<file path="config.mk">
export PLATFORM = sky130hd
export DESIGN_NAME = lrpm_ctrl
export DESIGN_NICKNAME = d
export VERILOG_FILES = /design/src/logic/lrpm_pkg.sv /design/src/logic/lrpm_ctrl.sv
export SDC_FILE = /design/constraint.sdc
export NUM_CORES = 1
export LEC_CHECK = 0
export ABC_CLOCK_PERIOD_IN_PS = 3500
export BUFFER_PORTS_ARGS = -buffer_cell sky130_fd_sc_hd__buf_2
export CAP_MARGIN = 10
export CORE_MARGIN = 1.5
export CORE_UTILIZATION = 60
export CTS_CLUSTER_DIAMETER = 40
export DETAILED_ROUTE_END_ITERATION = 10
export GPL_TIMING_DRIVEN = 0
export PLACE_DENSITY = 0.85
export REMOVE_ABC_BUFFERS = 1
export SETUP_SLACK_MARGIN = 0.02
export SKIP_LAST_GASP = 1
export SLEW_MARGIN = 0
export SYNTH_ARGS = -nofsm -noshare
export SYNTH_HDL_FRONTEND = slang
export SYNTH_SLANG_ARGS = --single-unit
</file>
<file path="constraint.sdc">
create_clock -name pclk -period 3.5 [get_ports pclk]
set_clock_uncertainty 0.05 [all_clocks]
set_input_delay 0.875 -clock pclk [delete_from_list [all_inputs] [get_ports pclk]]
set_output_delay 0.875 -clock pclk [all_outputs]
set_load 0.005 [all_outputs]
</file>
<file path="src/logic/lrpm_pkg.sv">
// Shared constants for the display reset and power-mode sequencer.
// Assumes a 40 MHz APB clock; all counts are in pclk cycles.
package lrpm_pkg;

    localparam int CLK_MHZ = 40;
    localparam int POR_TIME_US = 5000;
    localparam int POR_CYCLES_DEF = POR_TIME_US * CLK_MHZ;
    localparam int RESET_SEQ_CYCLES_DEF = 64;
    localparam int OSC_DIV_DEF = 40;

    // APB byte offsets
    localparam logic [7:0] OFS_CMD = 8'h00;
    localparam logic [7:0] OFS_DATA = 8'h04;
    localparam logic [7:0] OFS_CFG = 8'h08;
    localparam logic [7:0] OFS_SCAN = 8'h0C;

    // Host commands
    localparam logic [7:0] CMD_SYS_RESET = 8'hE2;
    localparam logic [7:0] CMD_DISP_MASK = 8'hFE;
    localparam logic [7:0] CMD_DISP_VAL = 8'hAE;
    localparam logic [7:0] CMD_MAP_MASK = 8'hF8;
    localparam logic [7:0] CMD_MAP_VAL = 8'hC0;
    localparam int MAP_ROW_MIRROR_BIT = 2;
    localparam int MAP_COL_MIRROR_BIT = 1;

    // Status byte positions
    localparam int ST_MODE_LSB = 0;
    localparam int ST_DRV_EN_BIT = 2;
    localparam int ST_DRIVING_BIT = 3;
    localparam int ST_RIP_BIT = 4;
    localparam int ST_BUSY_BIT = 5;

    // Configuration register fields and defaults
    localparam int CFG_SL_LSB = 0;
    localparam int CFG_LAST_ROW_LSB = 8;
    localparam logic [6:0] SL_RESET = 7'h00;
    localparam logic [6:0] LAST_ROW_RESET = 7'h7F;

    typedef enum logic [1:0] {
        LRPM_MODE_RESET = 2'b00,
        LRPM_MODE_SLEEP = 2'b10,
        LRPM_MODE_NORMAL = 2'b11
    } lrpm_mode_t;

    typedef enum logic [1:0] {
        LRPM_SEQ_POR = 2'b00,
        LRPM_SEQ_RESET = 2'b01,
        LRPM_SEQ_RUN = 2'b10
    } lrpm_seq_t;

endpackage

</file>
<file path="src/logic/lrpm_ctrl.sv">
// Reset and power-mode sequencer of a passive matrix display controller, APB slave.
// Assumes pins arrive asynchronously and an APB master on pclk.
//
// Function
// - After power-up wait about 5 ms, then start system reset automatically.
// - Software reset command or low reset pin also starts system reset.
// - Reset-in-progress and busy flags stay one until reset finishes.
// - During reset only the status read is served; other commands dropped.
// - Reset restores control registers to defaults and mode to reset.
// - Mode field: 00 reset, 10 sleep, 11 normal; clock, drivers, pump only normal.
// - Entering reset or sleep disables row and column drivers at once.
// - Draining path on in reset and sleep, off in normal.
// - Changing driver enable updates the mode field automatically.
// - Driver enable zero gives sleep, one gives normal.
// - Mode changes are applied on internal clock edges only; entry to reset mode does not wait for an oscillator tick.
// - Sleep keeps control registers; reset restores defaults.
// - Drivers stay idle until drive and bias voltages report ready.
// - Commands may follow back to back with no extra delay.
// - External panel drive voltage is never drained during reset.
// - Each cycle carries command/data select and write/read select.
// - Display on/off command bit 0 is driver enable; memory kept while asleep.
// - Display byte holds four 2-bit pixels, bits 1:0 lowest line.
// - Without row mirror, frame starts at start line, then line plus one mod 128.
// - With row mirror, frame starts at start line plus rows minus one, then minus one.
//
// Local design decisions: the register offsets and the APB register port.
`timescale 1ns/100ps
module lrpm_ctrl
    import lrpm_pkg::*;
#(
    parameter int POR_CYCLES = POR_CYCLES_DEF,
    parameter int RESET_SEQ_CYCLES = RESET_SEQ_CYCLES_DEF,
    parameter int OSC_DIV = OSC_DIV_DEF
) (
    input wire logic pclk,
    input wire logic presetn,
    input wire logic psel,
    input wire logic penable,
    input wire logic pwrite,
    input wire logic [7:0] paddr,
    input wire logic [31:0] pwdata,
    input wire logic [3:0] pstrb,
    output logic [31:0] prdata,
    output logic pready,
    output logic pslverr,
    input wire logic reset_pin_n,
    input wire logic vlcd_ready,
    input wire logic vbias_ready,
    input wire logic vlcd_external,
    output logic reset_in_progress_flag,
    output logic busy_flag,
    output logic [1:0] operating_mode_field,
    output logic osc_en,
    output logic pump_en,
    output logic row_drv_en,
    output logic col_drv_en,
    output logic drain_vlcd_en,
    output logic drain_bias_en,
    output logic frame_start,
    output logic [6:0] scan_line,
    output logic [1:0] scan_pixel
);

    generate
        if (POR_CYCLES < 2 || RESET_SEQ_CYCLES < 1 || OSC_DIV < 2 || OSC_DIV > 400) begin : g_bad
            $error("lrpm_ctrl: unsupported parameter values");
        end
    endgenerate

    localparam int PCW = $clog2(POR_CYCLES + 1);
    localparam int RCW = $clog2(RESET_SEQ_CYCLES + 1);
    localparam int OCW = $clog2(OSC_DIV + 1);

    function automatic logic [1:0] pixel_of(input logic [7:0] b, input logic [1:0] sel);
        pixel_of = b[{sel, 1'b0} +: 2];
    endfunction

    // Pin synchronisers
    logic [3:0] pin_meta;
    logic [3:0] pin_sync;
    always_ff @(posedge pclk or negedge presetn) begin
        if (!presetn) begin
            pin_meta <= 4'hF;
            pin_sync <= 4'hF;
        end else begin
            pin_meta <= {reset_pin_n, vlcd_ready, vbias_ready, vlcd_external};
            pin_sync <= pin_meta;
        end
    end
    wire pin_rst_low = !pin_sync[3];
    wire volts_ready = pin_sync[2] && pin_sync[1];
    wire ext_vlcd = pin_sync[0];

    // APB decode
    wire setup = psel && !penable;
    wire access = psel && penable && pready;
    wire wr_access = access && pwrite;
    wire hit_cmd = paddr == OFS_CMD;
    wire hit_data = paddr == OFS_DATA;
    wire hit_cfg = paddr == OFS_CFG;
    wire hit_scan = paddr == OFS_SCAN;
    wire mapped = hit_cmd || hit_data || hit_cfg || hit_scan;

    lrpm_seq_t seq;
    logic [PCW-1:0] por_cnt;
    logic [RCW-1:0] rst_cnt;
    lrpm_mode_t mode;
    logic driver_enable_bit;
    logic mode_pending;
    logic row_mirror;
    logic column_mirror;
    logic [6:0] start_line_offset;
    logic [6:0] last_scanned_row;
    logic [7:0] display_byte;
    logic [OCW-1:0] osc_cnt;
    logic osc_tick;
    logic [6:0] row_cnt;

    wire rip = seq != LRPM_SEQ_RUN;
    wire cmd_ok = wr_access && pstrb[0] && !rip;
    wire cmd_wr = cmd_ok && hit_cmd;
    wire [7:0] cmd = pwdata[7:0];
    wire sw_reset = cmd_wr && cmd == CMD_SYS_RESET;
    wire disp_cmd = cmd_wr && (cmd & CMD_DISP_MASK) == CMD_DISP_VAL;
    wire map_cmd = cmd_wr && (cmd & CMD_MAP_MASK) == CMD_MAP_VAL;
    wire start_reset = sw_reset || pin_rst_low;

    // Reset sequencer
    always_ff @(posedge pclk or negedge presetn) begin
        if (!presetn) begin
            seq <= LRPM_SEQ_POR;
            por_cnt <= '0;
            rst_cnt <= '0;
        end else begin
            case (seq)
                LRPM_SEQ_POR: begin
                    if (por_cnt == PCW'(POR_CYCLES - 1)) begin
                        seq <= LRPM_SEQ_RESET;
                        rst_cnt <= '0;
                    end else begin
                        por_cnt <= por_cnt + 1'b1;
                    end
                end
                LRPM_SEQ_RESET: begin
                    if (pin_rst_low) begin
                        rst_cnt <= '0;
                    end else if (rst_cnt == RCW'(RESET_SEQ_CYCLES - 1)) begin
                        seq <= LRPM_SEQ_RUN;
                    end else begin
                        rst_cnt <= rst_cnt + 1'b1;
                    end
                end
                LRPM_SEQ_RUN: begin
                    if (start_reset) begin
                        seq <= LRPM_SEQ_RESET;
                        rst_cnt <= '0;
                    end
                end
                default: begin
                    seq <= LRPM_SEQ_RESET;
                    rst_cnt <= '0;
                end
            endcase
        end
    end

    // Internal oscillator ticks
    always_ff @(posedge pclk or negedge presetn) begin
        if (!presetn) begin
            osc_cnt <= '0;
            osc_tick <= 1'b0;
        end else begin
            osc_tick <= osc_cnt == OCW'(OSC_DIV - 1);
            osc_cnt <= (osc_cnt == OCW'(OSC_DIV - 1)) ? '0 : osc_cnt + 1'b1;
        end
    end

    // Control registers; reset restores, sleep keeps
    wire in_reset = rip || start_reset;
    always_ff @(posedge pclk or negedge presetn) begin
        if (!presetn) begin
            driver_enable_bit <= 1'b0;
            row_mirror <= 1'b0;
            column_mirror <= 1'b0;
            start_line_offset <= SL_RESET;
            last_scanned_row <= LAST_ROW_RESET;
        end else if (in_reset) begin
            driver_enable_bit <= 1'b0;
            row_mirror <= 1'b0;
            column_mirror <= 1'b0;
            start_line_offset <= SL_RESET;
            last_scanned_row <= LAST_ROW_RESET;
        end else begin
            if (disp_cmd) begin
                driver_enable_bit <= cmd[0];
            end
            if (map_cmd) begin
                row_mirror <= cmd[MAP_ROW_MIRROR_BIT];
                column_mirror <= cmd[MAP_COL_MIRROR_BIT];
            end
            if (cmd_ok && hit_cfg && pstrb[0]) begin
                start_line_offset <= pwdata[CFG_SL_LSB +: 7];
            end
            if (cmd_ok && hit_cfg && pstrb[1]) begin
                last_scanned_row <= pwdata[CFG_LAST_ROW_LSB +: 7];
            end
        end
    end

    // Display data byte survives reset and sleep
    always_ff @(posedge pclk or negedge presetn) begin
        if (!presetn) begin
            display_byte <= 8'h00;
        end else if (cmd_ok && hit_data) begin
            display_byte <= pwdata[7:0];
        end
    end

    // Operating mode; sleep and normal applied on oscillator ticks, reset immediately
    wire drv_change = disp_cmd && cmd[0] != driver_enable_bit;
    always_ff @(posedge pclk or negedge presetn) begin
        if (!presetn) begin
            mode <= LRPM_MODE_RESET;
            mode_pending <= 1'b0;
        end else if (in_reset) begin
            mode <= LRPM_MODE_RESET;
            mode_pending <= 1'b0;
        end else if (drv_change) begin
            mode_pending <= 1'b1;
        end else if (mode_pending && osc_tick) begin
            mode <= driver_enable_bit ? LRPM_MODE_NORMAL : LRPM_MODE_SLEEP;
            mode_pending <= 1'b0;
        end
    end

    wire normal = mode == LRPM_MODE_NORMAL;

    // Analogue controls and driver gating
    always_ff @(posedge pclk or negedge presetn) begin
        if (!presetn) begin
            osc_en <= 1'b0;
            pump_en <= 1'b0;
            row_drv_en <= 1'b0;
            col_drv_en <= 1'b0;
            drain_vlcd_en <= 1'b1;
            drain_bias_en <= 1'b1;
        end else begin
            osc_en <= normal;
            pump_en <= normal && !ext_vlcd;
            row_drv_en <= normal && volts_ready;
            col_drv_en <= normal && volts_ready;
            drain_vlcd_en <= !normal && !ext_vlcd;
            drain_bias_en <= !normal;
        end
    end

    // Line address generation
    wire [6:0] first_line = row_mirror ? start_line_offset + last_scanned_row : start_line_offset;
    wire frame_end = row_cnt == last_scanned_row;
    always_ff @(posedge pclk or negedge presetn) begin
        if (!presetn) begin
            row_cnt <= 7'h00;
            scan_line <= 7'h00;
            frame_start <= 1'b0;
        end else if (!normal) begin
            row_cnt <= 7'h00;
            scan_line <= first_line;
            frame_start <= 1'b0;
        end else if (osc_tick) begin
            frame_start <= frame_end;
            if (frame_end) begin
                row_cnt <= 7'h00;
                scan_line <= first_line;
            end else begin
                row_cnt <= row_cnt + 7'h01;
                scan_line <= row_mirror ? scan_line - 7'h01 : scan_line + 7'h01;
            end
        end else begin
            frame_start <= 1'b0;
        end
    end

    always_ff @(posedge pclk or negedge presetn) begin
        if (!presetn) begin
            scan_pixel <= 2'b00;
        end else begin
            scan_pixel <= pixel_of(display_byte, scan_line[1:0]);
        end
    end

    // Status flags
    always_ff @(posedge pclk or negedge presetn) begin
        if (!presetn) begin
            reset_in_progress_flag <= 1'b1;
            busy_flag <= 1'b1;
            operating_mode_field <= LRPM_MODE_RESET;
        end else begin
            reset_in_progress_flag <= rip;
            busy_flag <= rip || mode_pending;
            operating_mode_field <= mode;
        end
    end

    // Read data
    wire [7:0] status_byte = {2'b00, busy_flag, reset_in_progress_flag, row_drv_en,
                              driver_enable_bit, operating_mode_field};
    wire [31:0] cfg_word = {17'h00000, last_scanned_row, 1'b0, start_line_offset};
    wire [31:0] scan_word = {23'h000000, row_mirror, column_mirror, scan_line};
    wire [31:0] rd_sel = hit_cmd ? {24'h000000, status_byte} :
                         rip ? 32'h00000000 :
                         hit_data ? {24'h000000, display_byte} :
                         hit_cfg ? cfg_word :
                         hit_scan ? scan_word : 32'h00000000;

    always_ff @(posedge pclk or negedge presetn) begin
        if (!presetn) begin
            pready <= 1'b0;
            pslverr <= 1'b0;
            prdata <= 32'h00000000;
        end else begin
            pready <= setup;
            pslverr <= setup && !mapped;
            prdata <= (setup && !pwrite) ? rd_sel : 32'h00000000;
        end
    end

endmodule // lrpm_ctrl

</file>
Yosys cells after proc, flatten, opt, wreduce, memory -nomap -nowiden. Cells that the tools add are included.

$add $sub $neg: 7. Multiply operators: 0. Divide/modulo/power cells: 0. Order comparisons: 0. Equality and inequality tests: 22. Shifts and indexed selects: 1. Multiplexer cells: 44. Bitwise logic cells: 1. Reductions and logical operators: 47.

Operators by type and width (count): $mux W7 (16); $mux W15 (5); $logic_and A1 B1 Y1 (22); $add A7 B1 Y7 const B (3); $pmux W7 S3 (1); $add A18 B1 Y18 const B (1); $eq A18 B18 Y1 const B (1); $eq A8 B4 Y1 const B (2); $mux W2 (7); $ne A2 B2 Y1 const B (7); $mux W1 (12); $reduce_bool A2 Y1 (5); $mux W9 (1); $eq A8 B3 Y1 const B (1); $eq A8 B8 Y1 const B (1); $logic_not A8 Y1 (1); $shiftx A8 B4 Y2 (1); $add A7 B7 Y7 (1); $eq A7 B6 Y1 const B (1); $eq A7 B7 Y1 (1); $eq A7 B7 Y1 const B (1); $logic_not A1 Y1 (7); $sub A7 B1 Y7 const B (1); $add A6 B1 Y6 const B (1); other kinds (15) (22).

Flip-flop bits (word level): 113. Bits in latches: 0. RAM bits: 0. ROM bits: 0. Output and inout bits: 54. Memories: 0.

Logic depth before layout (Yosys ltp). Gate-level depths: netlist (run 1).

Depth in word-level cells: 11. Mapped depth: 8. Gate-level depth less buffers: 7.

Worst setup path before layout (run 1). No wires, ideal clock.

Path type: input to register. From: in paddr[2]. To: reg rst_cnt[5]. Setup time: 0.073 ns. Data arrival time: 2.328 ns. Required time: 3.377 ns. Setup slack: 1.049 ns. Stages on the path: 6. Path through: or4b_4 > nor3_2 > a31oi_1 > buf_6 > nor4_4 > a2bb2oi_2.

Word-level cells in the longest chain between the ends: 6.

RTL lines: start: declaration (RTL line lrpm_ctrl.sv:40) `input wire logic [7:0] paddr,`; $logic_not A8 Y1 (RTL line lrpm_ctrl.sv:98) `wire hit_cmd = paddr == OFS_CMD;`; $logic_and A1 B1 Y1 (RTL line lrpm_ctrl.sv:121) `wire cmd_wr = cmd_ok && hit_cmd;`; $logic_and A1 B1 Y1 (RTL line lrpm_ctrl.sv:123) `wire sw_reset = cmd_wr && cmd == CMD_SYS_RESET;`; $logic_or A1 B1 Y1 (RTL line lrpm_ctrl.sv:126) `wire start_reset = sw_reset || pin_rst_low;`; $ne A2 B2 Y1 (no source line); $reduce_and A3 Y1 (no source line); end signal: assignment (RTL line lrpm_ctrl.sv:150) `rst_cnt <= rst_cnt + 1'b1;`; end: declaration (RTL line lrpm_ctrl.sv:106) `logic [RCW-1:0] rst_cnt;`.

No other way between the ends. A chain may end at the register's enable or synchronous reset.

Worst setup path in the final report (run 1).
From: reg row_mirror. To: reg scan_line[6].

Word-level cells in the longest chain between the ends: 4. Elaborated cells between the ends (all ways): 5. Classes of those cells: mux: 5.

RTL lines: start: declaration (RTL line lrpm_ctrl.sv:110) `logic row_mirror;`; start signal: assignment (RTL line lrpm_ctrl.sv:198) `row_mirror <= cmd[MAP_ROW_MIRROR_BIT];`; $mux W7, on equally long branches (RTL line lrpm_ctrl.sv:276, lrpm_ctrl.sv:258); $mux W7 (RTL line lrpm_ctrl.sv:271) `if (frame_end) begin`; $mux W7 (RTL line lrpm_ctrl.sv:269) `end else if (osc_tick) begin`; $mux W7 * (RTL line lrpm_ctrl.sv:265) `end else if (!normal) begin`; end signal: assignment (RTL line lrpm_ctrl.sv:267) `scan_line <= first_line;`; end signal: assignment (RTL line lrpm_ctrl.sv:273) `scan_line <= first_line;`; end signal: assignment (RTL line lrpm_ctrl.sv:276) `scan_line <= row_mirror ? scan_line - 7'h01 : scan_line + 7'h01;`; end: declaration (RTL line lrpm_ctrl.sv:60) `output logic [6:0] scan_line,`.

Every way passes the cells marked *; elsewhere a longest branch is shown, timed or not. The select of a mux whose other input is x is not followed.

==> flow_summary.json, run 1 <==
{
  "post_route_cells_drive_above_1_share_pct": 25.5,
  "cts_max_level": 4,
  "critPathTopFamily": "flip-flops",
  "area_growth_syn_to_layout_pct": 16.4,
  "vias": 4519,
  "grt_pass1_wl_mm": 22.4,
  "global_route.usage.total_pct": 28.9,
  "remaining_drc_errors": 0,
  "sequential_cell_area_mm2": 0.00285,
  "worst_slew_margin_relative_to_its_limit_pct": 24.3,
  "cts.sink_count": 113,
  "core_area_mm2": 0.00933,
  "power.density_mw_per_mm2": 446,
  "ioPinCount": 107,
  "grt_start_max_net_pins": 67,
  "die_span_in_y_um": 101,
  "initial_core_util_pct": 62.3,
  "post_cts_buffers": 0,
  "hold-worst-slack_ns": 0.306,
  "synth.lib_cells_used.distinct": 69,
  "cts_resized": 0,
  "slew_violations": 0,
  "vias_per_cell": 6.03,
  "critical-path-slowest-cell": "dfrtp_1",
  "die-area_mm2": 0.0103,
  "maxClockFrequency_mhz": 333,
  "cp_max_fo": 24,
  "worstSetupStartpointType": "flop",
  "drt_wl_total_mm": 13.8,
  "filler_cell_count": 652,
  "area_occupied_by_multi_input_gates_mm2": 0.00278,
  "end_kind": "flop",
  "synth_sequential_area_ratio_pct": 49.1,
  "floorplan.rows": 35,
  "final.setup.tns_ns": 0,
  "hold_buffers": 0,
  "io_buffers": 70,
  "worst_hold_path_type": "in -> async",
  "synthesis.instances": 536,
  "power.ir.vdd_worst_uv": 300,
  "drt-wirelength-per-cell_um": 18.5,
  "final_critical_path_setup_slack_ns": 0.501,
  "synth-warning-count": 0,
  "syn_area_per_cell_um2": 10.8,
  "synth_edf_count": 0,
  "cts-root-to-sink-buffers": 2,
  "tritoncts_clock_tree": "yes",
  "cap_violations": 0,
  "grt_overflow_total": 0,
  "cp_cell_instances": "clkinv_1 -> fa_1 -> nor2b_1 -> o31a_1 -> mux2i_1 -> a21bo_2 -> o221ai_1",
  "dp_cells": 716,
  "finalHoldViolations": 0,
  "cts_root_buffer": "clkbuf_8",
  "detail-route-antenna-nets": 0,
  "worst_path_largest_cell_delay_ns": 0.87,
  "antenna_cells_inserted": 0,
  "leakage_nw": 3.14,
  "timing_worst_slew_pin_value_ns": 1.13,
  "netlist_area_mm2": 0.00581,
  "final_net_count": 677,
  "place.gp.congestion": 0.883,
  "clock_latency_ns": 0.52,
  "dominantRegCellSynth": "dfrtp_1",
  "setup_viol": 0,
  "outcome": "finished clean",
  "vias_in_the_first_global_route": 4520,
  "asyncSetResetFlopFracSynth_pct": 100,
  "critical_path_class": "reg -> reg",
  "dp.final_hpwl_mm": 9.25,
  "first_iter_violations": 299,
  "worst_ep_arrival_time_ns": 3.29,
  "detailedRoute.firstPassIterationCount": 5,
  "timing.critical_path.required_ns": 3.79,
  "final-instance-count-excl-fill": 749,
  "preCtsSetupSlack_ns": 0.400,
  "grt_antenna_before_repair": 0,
  "unrepaired_setup_endpoints_after_global_routing": "false",
  "die_x_um": 101,
  "ys_seq_elements": 113,
  "portion_of_the_clock_cycle_consumed_by_the_worst_path_in_the_final_layout_pct": 85.7,
  "number_of_buffers_and_inverters_on_the_critical_path": 1,
  "final_period_minus_worst_setup_slack_ns": 3.00,
  "cts-buffers-inserted": 17,
  "path_clk_slew_ns": 0.06
}
==> state kept, by name (all words and copies together) (netlist names), 2 cells and up <==
signal and flops:
por_cnt 18, prdata 15, display_byte 8, last_scanned_row 7
row_cnt 7, rst_cnt 7, scan_line 7, start_line_offset 7
osc_cnt 6, pin_meta 4, pin_sync 4, mode 2
operating_mode_field 2, scan_pixel 2, seq 2
==> path summary, 6_finish.rpt <==
path / startpoint / end / slack, ns / cells past startpoint
min in group pclk: pin_meta[0] / pin_sync[0] / 0.31 / 0
hold reg to reg: pin_meta[0] / pin_sync[0] / 0.31 / 0
hold / removal: presetn / prdata[9] / 0.31 / 1
setup / recovery: row_mirror / scan_line[6] / 0.50 / 7
setup reg to reg: row_mirror / scan_line[6] / 0.50 / 7
max in group asynchronous: presetn / reset_in_progress_flag / 2.30 / 2
==> cells by family (layout without fill, tap and decap cells) <==
group / count (synthesis) / after routing / synth area share, %
XOR/XNOR: 34 / 34 / 5.13
AO/OA/AOI/OAI: 88 / 88 / 10.9
AND/OR/NAND/NOR: 206 / 206 / 19.8
multiplexers: 36 / 36 / 7.00
buffers and inverters: 41 / 109 / 4.05
flip-flops: 113 / 113 / 49.1
other: 1 / 17 / 0.0646
adder cells (fa/ha/maj): 17 / 17 / 3.92
==> per-stage QoR <==
step / cell area (um^2) / util, % / total power, W
final: 6760 / 72.5 / 0.00301
after global placement: 6160 / 66.1 / 0.00143
after CTS: 6750 / 72.4 / 0.00303
after global routing: 6760 / 72.5 / 0.00310
after detailed placement: 6190 / 66.4 / 0.00144
after floorplan: 5650 / - / 0.00137
==> Yosys cell counts, drive strengths merged (2+ instances only) <==
cell type	n	area, um^2
a22o	6	52.6
a21oi	20	104
nand3b	5	37.5
inv	4	15.0
a211o	5	43.8
fa	2	40.0
nand4	8	50.1
nor3b	6	45.0
o31ai	3	22.5
o211ai	3	22.5
and3	15	93.8
nor3	10	55.1
xor2	16	140
nor2b	10	62.6
nor4b	2	17.5
xnor2	18	158
o21ai	11	55.1
or2	2	12.5
nand3	31	155
and2	8	50.1
mux2	17	191
nand4b	2	17.5
dfstp	19	499
nand2	42	158
clkbuf	12	45.0
nor2	37	141
dfrtp	94	2350
o311ai	3	26.3
ha	15	188
a22oi	6	45.0
a2bb2oi	3	32.5
o21a	2	15.0
or4b	6	63.8
mux4	2	45.0
nand2b	9	56.3
buf	24	171
or3	2	12.5
a21o	4	30.0
a211oi	6	45.0
a311oi	2	23.8
mux2i	17	170
nor4	5	65.1
a31oi	6	43.8
and4b	2	20.0
nor4bb	2	20.0
==> cell type report <==
cell class,instances,area share [%]
Clock buffer,23,7.05
Clock inverter,9,1.24
Inverter,5,0.278
Multi-Input combinational cell,398,41.1
Sequential cell,113,42.2
Tap cell,129,2.39
Timing Repair Buffer,72,5.74
==> metal layers <==
layer	vias to the layer above	part of all wire [%]	GRT usage, %
li1	2061	-	-
met1	2236	39	35.1
met2	173	51	47.8
met5	-	0	0
met3	49	6.0	7.32
met4	0	3.9	15.1
==> worst register-to-register path: stages (launching register included) <==
cell and delay (ns):
dfrtp_1 0.87, clkinv_1 0.47, fa_1 0.54, nor2b_1 0.17
o31a_1 0.17, mux2i_1 0.26, a21bo_2 0.18, o221ai_1 0.12
==> where the power goes <==
part / leakage [nW] / total (W) / switching (W) / internal (W)
clock: 0.278 / 0.00160 / 0.000585 / 0.00101
sequential: 1.49 / 0.00133 / 0.00000500 / 0.00132
combinational: 1.36 / 0.0000889 / 0.0000602 / 0.0000287
==> layout by cell type, fill, tap and decap left out, types with 4 or more instances in the layout <==
cell type / netlist / routed
and3_1: 15 / 15
dfrtp_1: 94 / 94
conb_1: 1 / 17
nor3_1: 9 / 9
and2_1: 8 / 8
buf_2: 5 / 69
mux2_2: 17 / 17
nand2_1: 42 / 42
nor2b_1: 10 / 10
a21o_1: 4 / 4
mux2i_1: 17 / 17
a211oi_1: 6 / 6
nand4_1: 8 / 8
xor2_1: 16 / 16
nand3b_1: 5 / 5
a31oi_1: 5 / 5
ha_1: 15 / 15
inv_1: 4 / 4
o21ai_0: 11 / 11
clkinv_2: 0 / 4
a22oi_1: 6 / 6
nand3_1: 31 / 31
dfstp_2: 19 / 19
a21oi_1: 19 / 19
nand2b_1: 9 / 9
clkbuf_16: 0 / 16
xnor2_1: 18 / 18
nor2_1: 36 / 36
nor3b_1: 6 / 6
a22o_1: 6 / 6
a211o_1: 5 / 5
clkbuf_8: 0 / 5
No activity file was read; power rests on OpenSTA's default activity.
==> inputs of run 2 (changes only) <==
--- a/config.mk
+++ b/config.mk
@@ -5,15 +5,16 @@
 export SDC_FILE = /design/constraint.sdc
 export NUM_CORES = 1
 export LEC_CHECK = 0
-export ABC_CLOCK_PERIOD_IN_PS = 3500
+export ABC_CLOCK_PERIOD_IN_PS = 2500
 export BUFFER_PORTS_ARGS = -buffer_cell sky130_fd_sc_hd__buf_2
 export CAP_MARGIN = 10
 export CORE_MARGIN = 1.5
-export CORE_UTILIZATION = 60
+export CORE_UTILIZATION = 51
 export CTS_CLUSTER_DIAMETER = 40
 export DETAILED_ROUTE_END_ITERATION = 10
 export GPL_TIMING_DRIVEN = 0
-export PLACE_DENSITY = 0.85
+export PLACE_DENSITY = 0.77
+export RECOVER_POWER = 100
 export REMOVE_ABC_BUFFERS = 1
 export SETUP_SLACK_MARGIN = 0.02
 export SKIP_LAST_GASP = 1
==> constraint.sdc (replaced) <==
create_clock -name pclk -period 2.5 [get_ports pclk]
set_clock_uncertainty 0.05 [all_clocks]
set_input_delay 0.625 -clock pclk [delete_from_list [all_inputs] [get_ports pclk]]
set_output_delay 0.625 -clock pclk [all_outputs]
set_load 0.005 [all_outputs]
==> run 2 against run 1 <==
Compared with the run above: worst setup slack got worse by 0.48 ns; core utilization fell by 11 points; combinational power rose by 37%; the run now ends with capacitance limit, slew limit left; cell area fell by 0.11%; register-to-register slack got worse by 0.48 ns; flip-flop and latch count did not move; cell count rose by 1.5%.
==> flow_summary.json, run 2 (synthesis gave the netlist of run 1 again) <==
{
  "outcome": "finished with violations",
  "violations": "capacitance limit, slew limit",
  "dp.final_hpwl_mm": 9.57,
  "antenna_cells_inserted": 0,
  "layout_commonest_cell": "dfrtp_1",
  "post_cts_buffers": 0,
  "drt_wl_total_mm": 13.5,
  "cp_cell_instances": "ha_1 -> fa_1 -> a211o_1 -> a2111oi_2 -> nor3b_2 -> xor2_1 -> o221ai_1",
  "rr_endpoint": "scan_line[6]",
  "die-area_mm2": 0.0120,
  "die_x_um": 110,
  "place.gp.congestion": 0.897,
  "grt_overflow_total": 0,
  "detailedRoute.firstPassIterationCount": 5,
  "postLayoutCellArea_mm2": 0.00675,
  "drt-wirelength-per-cell_um": 17.8,
  "maxClockFrequency_mhz": 403,
  "leakage_nw": 3.03,
  "area_growth_syn_to_layout_pct": 16.3,
  "power.ir.vdd_worst_uv": 377,
  "r2r_cells": 7,
  "clock_latency_ns": 0.41,
  "slew_violations": 38,
  "ioPinCount": 107,
  "total_power_w": 0.00422,
  "vias_in_the_first_global_route": 4531,
  "grt_pass1_wl_mm": 21.8,
  "beginning_of_the_worst_register_to_register_path": "start_line_offset[0]",
  "post_route_cells_drive_above_1_share_pct": 20.8,
  "end_kind": "flop",
  "cts_root_buffer": "clkbuf_16",
  "finalHoldViolations": 0,
  "reg_with_most_ffs": "por_cnt",
  "timing.critical_path.required_ns": 2.68,
  "core_area_mm2": 0.0110,
  "final_period_minus_worst_setup_slack_ns": 2.48,
  "cap_violations": 1,
  "worstSetupStartpointType": "flop",
  "biggestRegsByFlops": "por_cnt (18), prdata (15), display_byte (8)",
  "grt_start_max_net_pins": 77,
  "final-instance-count-excl-fill": 760,
  "worst_hold_path_type": "in -> reg",
  "filler_cell_count": 896,
  "worst_slew_margin_relative_to_its_limit_pct": -35.8,
  "vias": 4477,
  "global_route.usage.total_pct": 24.1,
  "worst_path_largest_cell_delay_ns": 0.44,
  "hold_start": "reset_pin_n",
  "cts.sink_count": 113,
  "floorplan.rows": 38,
  "timing_worst_slew_pin_value_ns": 2.04,
  "io_buffers": 70,
  "worstHoldEndpoint": "pin_meta[3]",
  "portion_of_the_clock_cycle_consumed_by_the_worst_path_in_the_final_layout_pct": 99.2,
  "dpl-instance-area_mm2": 0.00621,
  "hold_path_stages": 1,
  "first_iter_violations": 277,
  "initial_core_util_pct": 52.9,
  "dp_cells": 727,
  "largest_register_ffs": 18,
  "number_of_buffers_and_inverters_on_the_critical_path": 0,
  "unrepaired_setup_endpoints_after_global_routing": "true",
  "final_net_count": 677,
  "setup_viol": 0,
  "worst_case_register_to_register_setup_slack_ns": 0.02,
  "hold_buffers": 0,
  "remaining_drc_errors": 0,
  "cts-buffers-inserted": 17,
  "power.density_mw_per_mm2": 625,
  "commonest_non_fill_non_tap_cells_in_the_layout": "dfrtp_1 (93), buf_2 (44), nand2_1 (42)",
  "die_span_in_y_um": 110,
  "vias_per_cell": 5.89,
  "path_clk_slew_ns": 0.05,
  "cts_max_level": 4,
  "cp_max_fo": 4,
  "worst_ep_arrival_time_ns": 2.66,
  "critical_path_class": "reg -> reg",
  "cts-root-to-sink-buffers": 2,
  "grt_antenna_before_repair": 0,
  "critPathTopFamily": "compound AO/OA/AOI/OAI gates",
  "detail-route-antenna-nets": 0,
  "tritoncts_clock_tree": "yes",
  "critical-path-slowest-cell": "fa_1"
}
run 2: where the power goes:
part	internal, W	total, W	switching, W
Clock	0.00146	0.00224	0.000780
Sequential	0.00185	0.00186	0.00000750
Combinational	0.0000391	0.000122	0.0000831
Total	0.00335	0.00422	0.000870
run 2: per-layer routing:
| metal | track usage, % | up-vias | routed length [um] |
|---|---|---|---|
| li1 | - | 2062 | - |
| met1 | 28.0 | 2215 | 5270 |
| met2 | 42.7 | 162 | 7160 |
| met3 | 4.80 | 38 | 750 |
| met4 | 10.9 | 0 | 333 |
| met5 | 0 | - | 0 |
run 2: layout make-up:
cell class,count,area (um^2),share of cell area [%]
clock buffer,26,499,7.39
clock inverter,6,55.1,0.815
inverter,5,22.5,0.334
multi-input combinational,398,2790,41.3
sequential,113,2860,42.3
tap,140,175,2.59
timing repair buffer,72,354,5.24
run 2: what timing repair did:
item | CTS | global route
endpoints found under the setup margin | 4 | 24
resized for setup | 6 | 4
hold endpoints to repair | 0 | 0
run 2: worst reg2reg max path, cell delays in order, from the launching register on:
cell and delay (ns):
dfrtp_1 0.43, ha_1 0.27, fa_1 0.44, a211o_1 0.33
a2111oi_2 0.37, nor3b_2 0.13, xor2_1 0.15, o221ai_1 0.13
run 2: metrics by stage:
stage / TNS [ns] / utilization [%] / hold WS, ns / setup slack (ns)
global placement: -47.78 / 56.2 / 0.296 / -0.472
global route: -0.237 / 61.5 / 0.255 / -0.0831
CTS: 0 / 61.7 / 0.142 / 0.0222
detailed placement: -4.57 / 56.5 / 0.298 / -0.450
finish: 0 / 61.5 / 0.260 / 0.0200
floorplan: 0 / - / 0.279 / 0.0921
run 2: how the worst max path moves through the flow:
| stage | startpoint | to | slack, ns | cells past startpoint |
|---|---|---|---|---|
| 2_1_floorplan | row_mirror | scan_line[6] | 0.09 | 7 |
| 3_3_place_gp | presetn | osc_cnt[1] | -0.47 | 1 |
| 3_5_place_dp | row_mirror | scan_line[6] | -0.45 | 7 |
| 4_1_cts | row_mirror | scan_line[6] | 0.02 | 7 |
| 5_1_grt | row_mirror | scan_line[6] | -0.08 | 7 |
| 6_report | start_line_offset[0] | scan_line[6] | 0.02 | 7 |
==> inputs of run 3 (changes only) <==
--- a/config.mk
+++ b/config.mk
@@ -8,12 +8,14 @@
 export ABC_CLOCK_PERIOD_IN_PS = 2500
 export BUFFER_PORTS_ARGS = -buffer_cell sky130_fd_sc_hd__buf_2
 export CAP_MARGIN = 10
+export CELL_PAD_IN_SITES_DETAIL_PLACEMENT = 0
+export CELL_PAD_IN_SITES_GLOBAL_PLACEMENT = 2
 export CORE_MARGIN = 1.5
-export CORE_UTILIZATION = 51
+export CORE_UTILIZATION = 32
 export CTS_CLUSTER_DIAMETER = 40
 export DETAILED_ROUTE_END_ITERATION = 10
 export GPL_TIMING_DRIVEN = 0
-export PLACE_DENSITY = 0.77
+export PLACE_DENSITY_LB_ADDON = 0.1
 export RECOVER_POWER = 100
 export REMOVE_ABC_BUFFERS = 1
 export SETUP_SLACK_MARGIN = 0.02
==> run 3 against run 2 <==
Compared with the run above: critical path type unchanged; power up 11%; non-clock buffer count up 2; highest routed layer is now met5; worst setup slack better by 0.082 ns; combinational power up 4%; the run now ends clean; global-route usage shrank 7.3 points; core utilization decreased by 22 points; critical endpoint unchanged; cell area rose by 3.8%; cell count is 12% higher; count of clock-buffer cells in the layout down 9; via count decreased by 3.3%; die area rose by 58%; routed wire length grew 12%.
==> flow_summary.json, run 3 (synthesis gave the netlist of run 1 again) <==
{
  "path_depth": 7,
  "hold_path_stages": 1,
  "vias_in_the_first_global_route": 4362,
  "final_net_count": 679,
  "grt_pass1_wl_mm": 23.5,
  "hold_start": "vlcd_external",
  "vias_per_cell": 5.08,
  "worst_path_largest_cell_delay_ns": 0.42,
  "power.density_mw_per_mm2": 668,
  "place.gp.congestion": 0.795,
  "dp.final_hpwl_mm": 10.7,
  "detail-route-antenna-nets": 0,
  "path_clk_slew_ns": 0.06,
  "cap_violations": 0,
  "commonest_non_fill_non_tap_cells_in_the_layout": "dfrtp_1 (93), buf_2 (44), nand2_1 (42)",
  "floorplan.rows": 49,
  "final.setup.tns_ns": 0,
  "cp_cell_instances": "ha_1 -> fa_2 -> a211o_1 -> a2111oi_2 -> nor3b_2 -> xor2_1 -> o221ai_1",
  "io_buffers": 70,
  "finalHoldViolations": 0,
  "core_area_mm2": 0.0179,
  "grt_start_max_net_pins": 96,
  "outcome": "finished clean",
  "dp_cells": 817,
  "worst_hold_path_type": "in -> reg",
  "leakage_nw": 3.08,
  "initial_core_util_pct": 32.4,
  "worst_case_register_to_register_setup_slack_ns": 0.10,
  "die_span_in_y_um": 138,
  "maxClockFrequency_mhz": 417,
  "timing.critical_path.required_ns": 2.68,
  "power.ir.vdd_worst_uv": 478,
  "preCtsSetupSlack_ns": -0.568,
  "critPathTopFamily": "compound AO/OA/AOI/OAI gates",
  "number_of_buffers_and_inverters_on_the_critical_path": 0,
  "r2r_cells": 7,
  "slew_violations": 0,
  "global_route.usage.total_pct": 16.7,
  "vias": 4330,
  "die-area_mm2": 0.0190,
  "largest_register_ffs": 18,
  "cts-buffers-inserted": 17,
  "timing_worst_slew_pin_value_ns": 1.29,
  "beginning_of_the_worst_register_to_register_path": "start_line_offset[0]",
  "worst_ep_arrival_time_ns": 2.58,
  "tritoncts_clock_tree": "yes",
  "worst_slew_margin_relative_to_its_limit_pct": 13.8,
  "final-instance-count-excl-fill": 852,
  "layout_commonest_cell": "dfrtp_1",
  "die_x_um": 138,
  "ioPinCount": 107,
  "critical_path_class": "reg -> reg",
  "setup_viol": 0,
  "cts.sink_count": 113,
  "grt_antenna_before_repair": 1,
  "biggestRegsByFlops": "por_cnt (18), prdata (15), display_byte (8)",
  "end_kind": "flop",
  "portion_of_the_clock_cycle_consumed_by_the_worst_path_in_the_final_layout_pct": 95.9,
  "final_period_minus_worst_setup_slack_ns": 2.40,
  "total_power_w": 0.00468,
  "detailedRoute.firstPassIterationCount": 4,
  "drt_wl_total_mm": 15.1,
  "worstHoldEndpoint": "pin_meta[0]",
  "rr_endpoint": "scan_line[6]",
  "cts-root-to-sink-buffers": 2,
  "cts_root_buffer": "clkbuf_16",
  "cp_max_fo": 4,
  "clock_latency_ns": 0.41,
  "remaining_drc_errors": 0,
  "final_core_utilization_pct": 39.2,
  "post_route_cells_drive_above_1_share_pct": 22.8,
  "first_iter_violations": 230,
  "cts_max_level": 4,
  "final_critical_path_setup_slack_ns": 0.102,
  "worstSetupStartpointType": "flop",
  "drt-wirelength-per-cell_um": 17.7,
  "critical-path-slowest-cell": "dfrtp_1",
  "area_growth_syn_to_layout_pct": 20.7,
  "grt_overflow_total": 0,
  "reg_with_most_ffs": "por_cnt",
  "unrepaired_setup_endpoints_after_global_routing": "true"
}
-- run 3: changes by cell type in the layout (fill, tap and decap cells not counted), moves of 3 or more --
cell,before,now
clkinv_4,0,4
dfstp_2,16,19
dfstp_1,3,0
inv_6,0,3
bufinv_16,1,5
clkinv_2,5,2
clkbuf_1,29,26
clkbuf_8,4,0
-- run 3: cell type report --
type                    instances  area [um^2]
fillers                      1800        10900
multi-input cells             398         2820
diodes                          1         2.50
well taps                     229          287
flip-flops and latches        113         2860
clock inverters                15          231
repair buffers                 74          374
inverters                       5         20.0
clock buffers                  17          425
-- run 3: worst max-delay path by stage --
stage                         endpoint                  from  slack, ns
after floorplan           scan_line[6]            row_mirror       0.09
after global placement      rst_cnt[3]               presetn      -0.75
after detailed placement  scan_line[6]            row_mirror      -0.57
after CTS                 scan_line[6]  start_line_offset[0]      -0.03
after global routing      scan_line[6]  start_line_offset[0]      -0.03
final                     scan_line[6]  start_line_offset[0]       0.10
-- run 3: power by group --
group	leakage, nW	switching, W	internal, W
clock network	0.314	0.000921	0.00178
logic	1.27	0.0000870	0.0000401
registers	1.49	0.00000658	0.00185
-- run 3: worst reg2reg max path, stage by stage, from the launching register on --
cell and delay (ns):
dfrtp_1 0.42, ha_1 0.28, fa_2 0.39, a211o_1 0.32, a2111oi_2 0.35, nor3b_2 0.13
xor2_1 0.14, o221ai_1 0.12
-- run 3: per-layer routing --
| layer | vias to the layer above | global-route usage (%) | share of wire (%) |
|---|---|---|---|
| met5 | - | 0 | 0.086 |
| met4 | 2 | 5.79 | 1.5 |
| met3 | 16 | 4.53 | 4.4 |
| met2 | 86 | 28.6 | 51 |
| met1 | 2169 | 20.4 | 43 |
| li1 | 2057 | - | - |
-- run 3: through the flow --
| stage | area [um^2] | hold WS (ns) |
|---|---|---|
| 2_1_floorplan | 5650 | 0.279 |
| 3_3_place_gp | 6290 | 0.296 |
| 3_5_place_dp | 6330 | 0.297 |
| 4_1_cts | 7020 | 0.235 |
| 5_1_grt | 7010 | 0.233 |
| 6_report | 7010 | 0.255 |
-- run 3: repair_timing --
action | 4_1_cts | 5_1_grt
setup endpoints to repair | 19 | 19
cloned | 0 | 0
buffers inserted | 0 | 1
hold endpoints to repair | 17 | 0
gates resized for setup | 6 | 8
hold buffers | 1 | 0
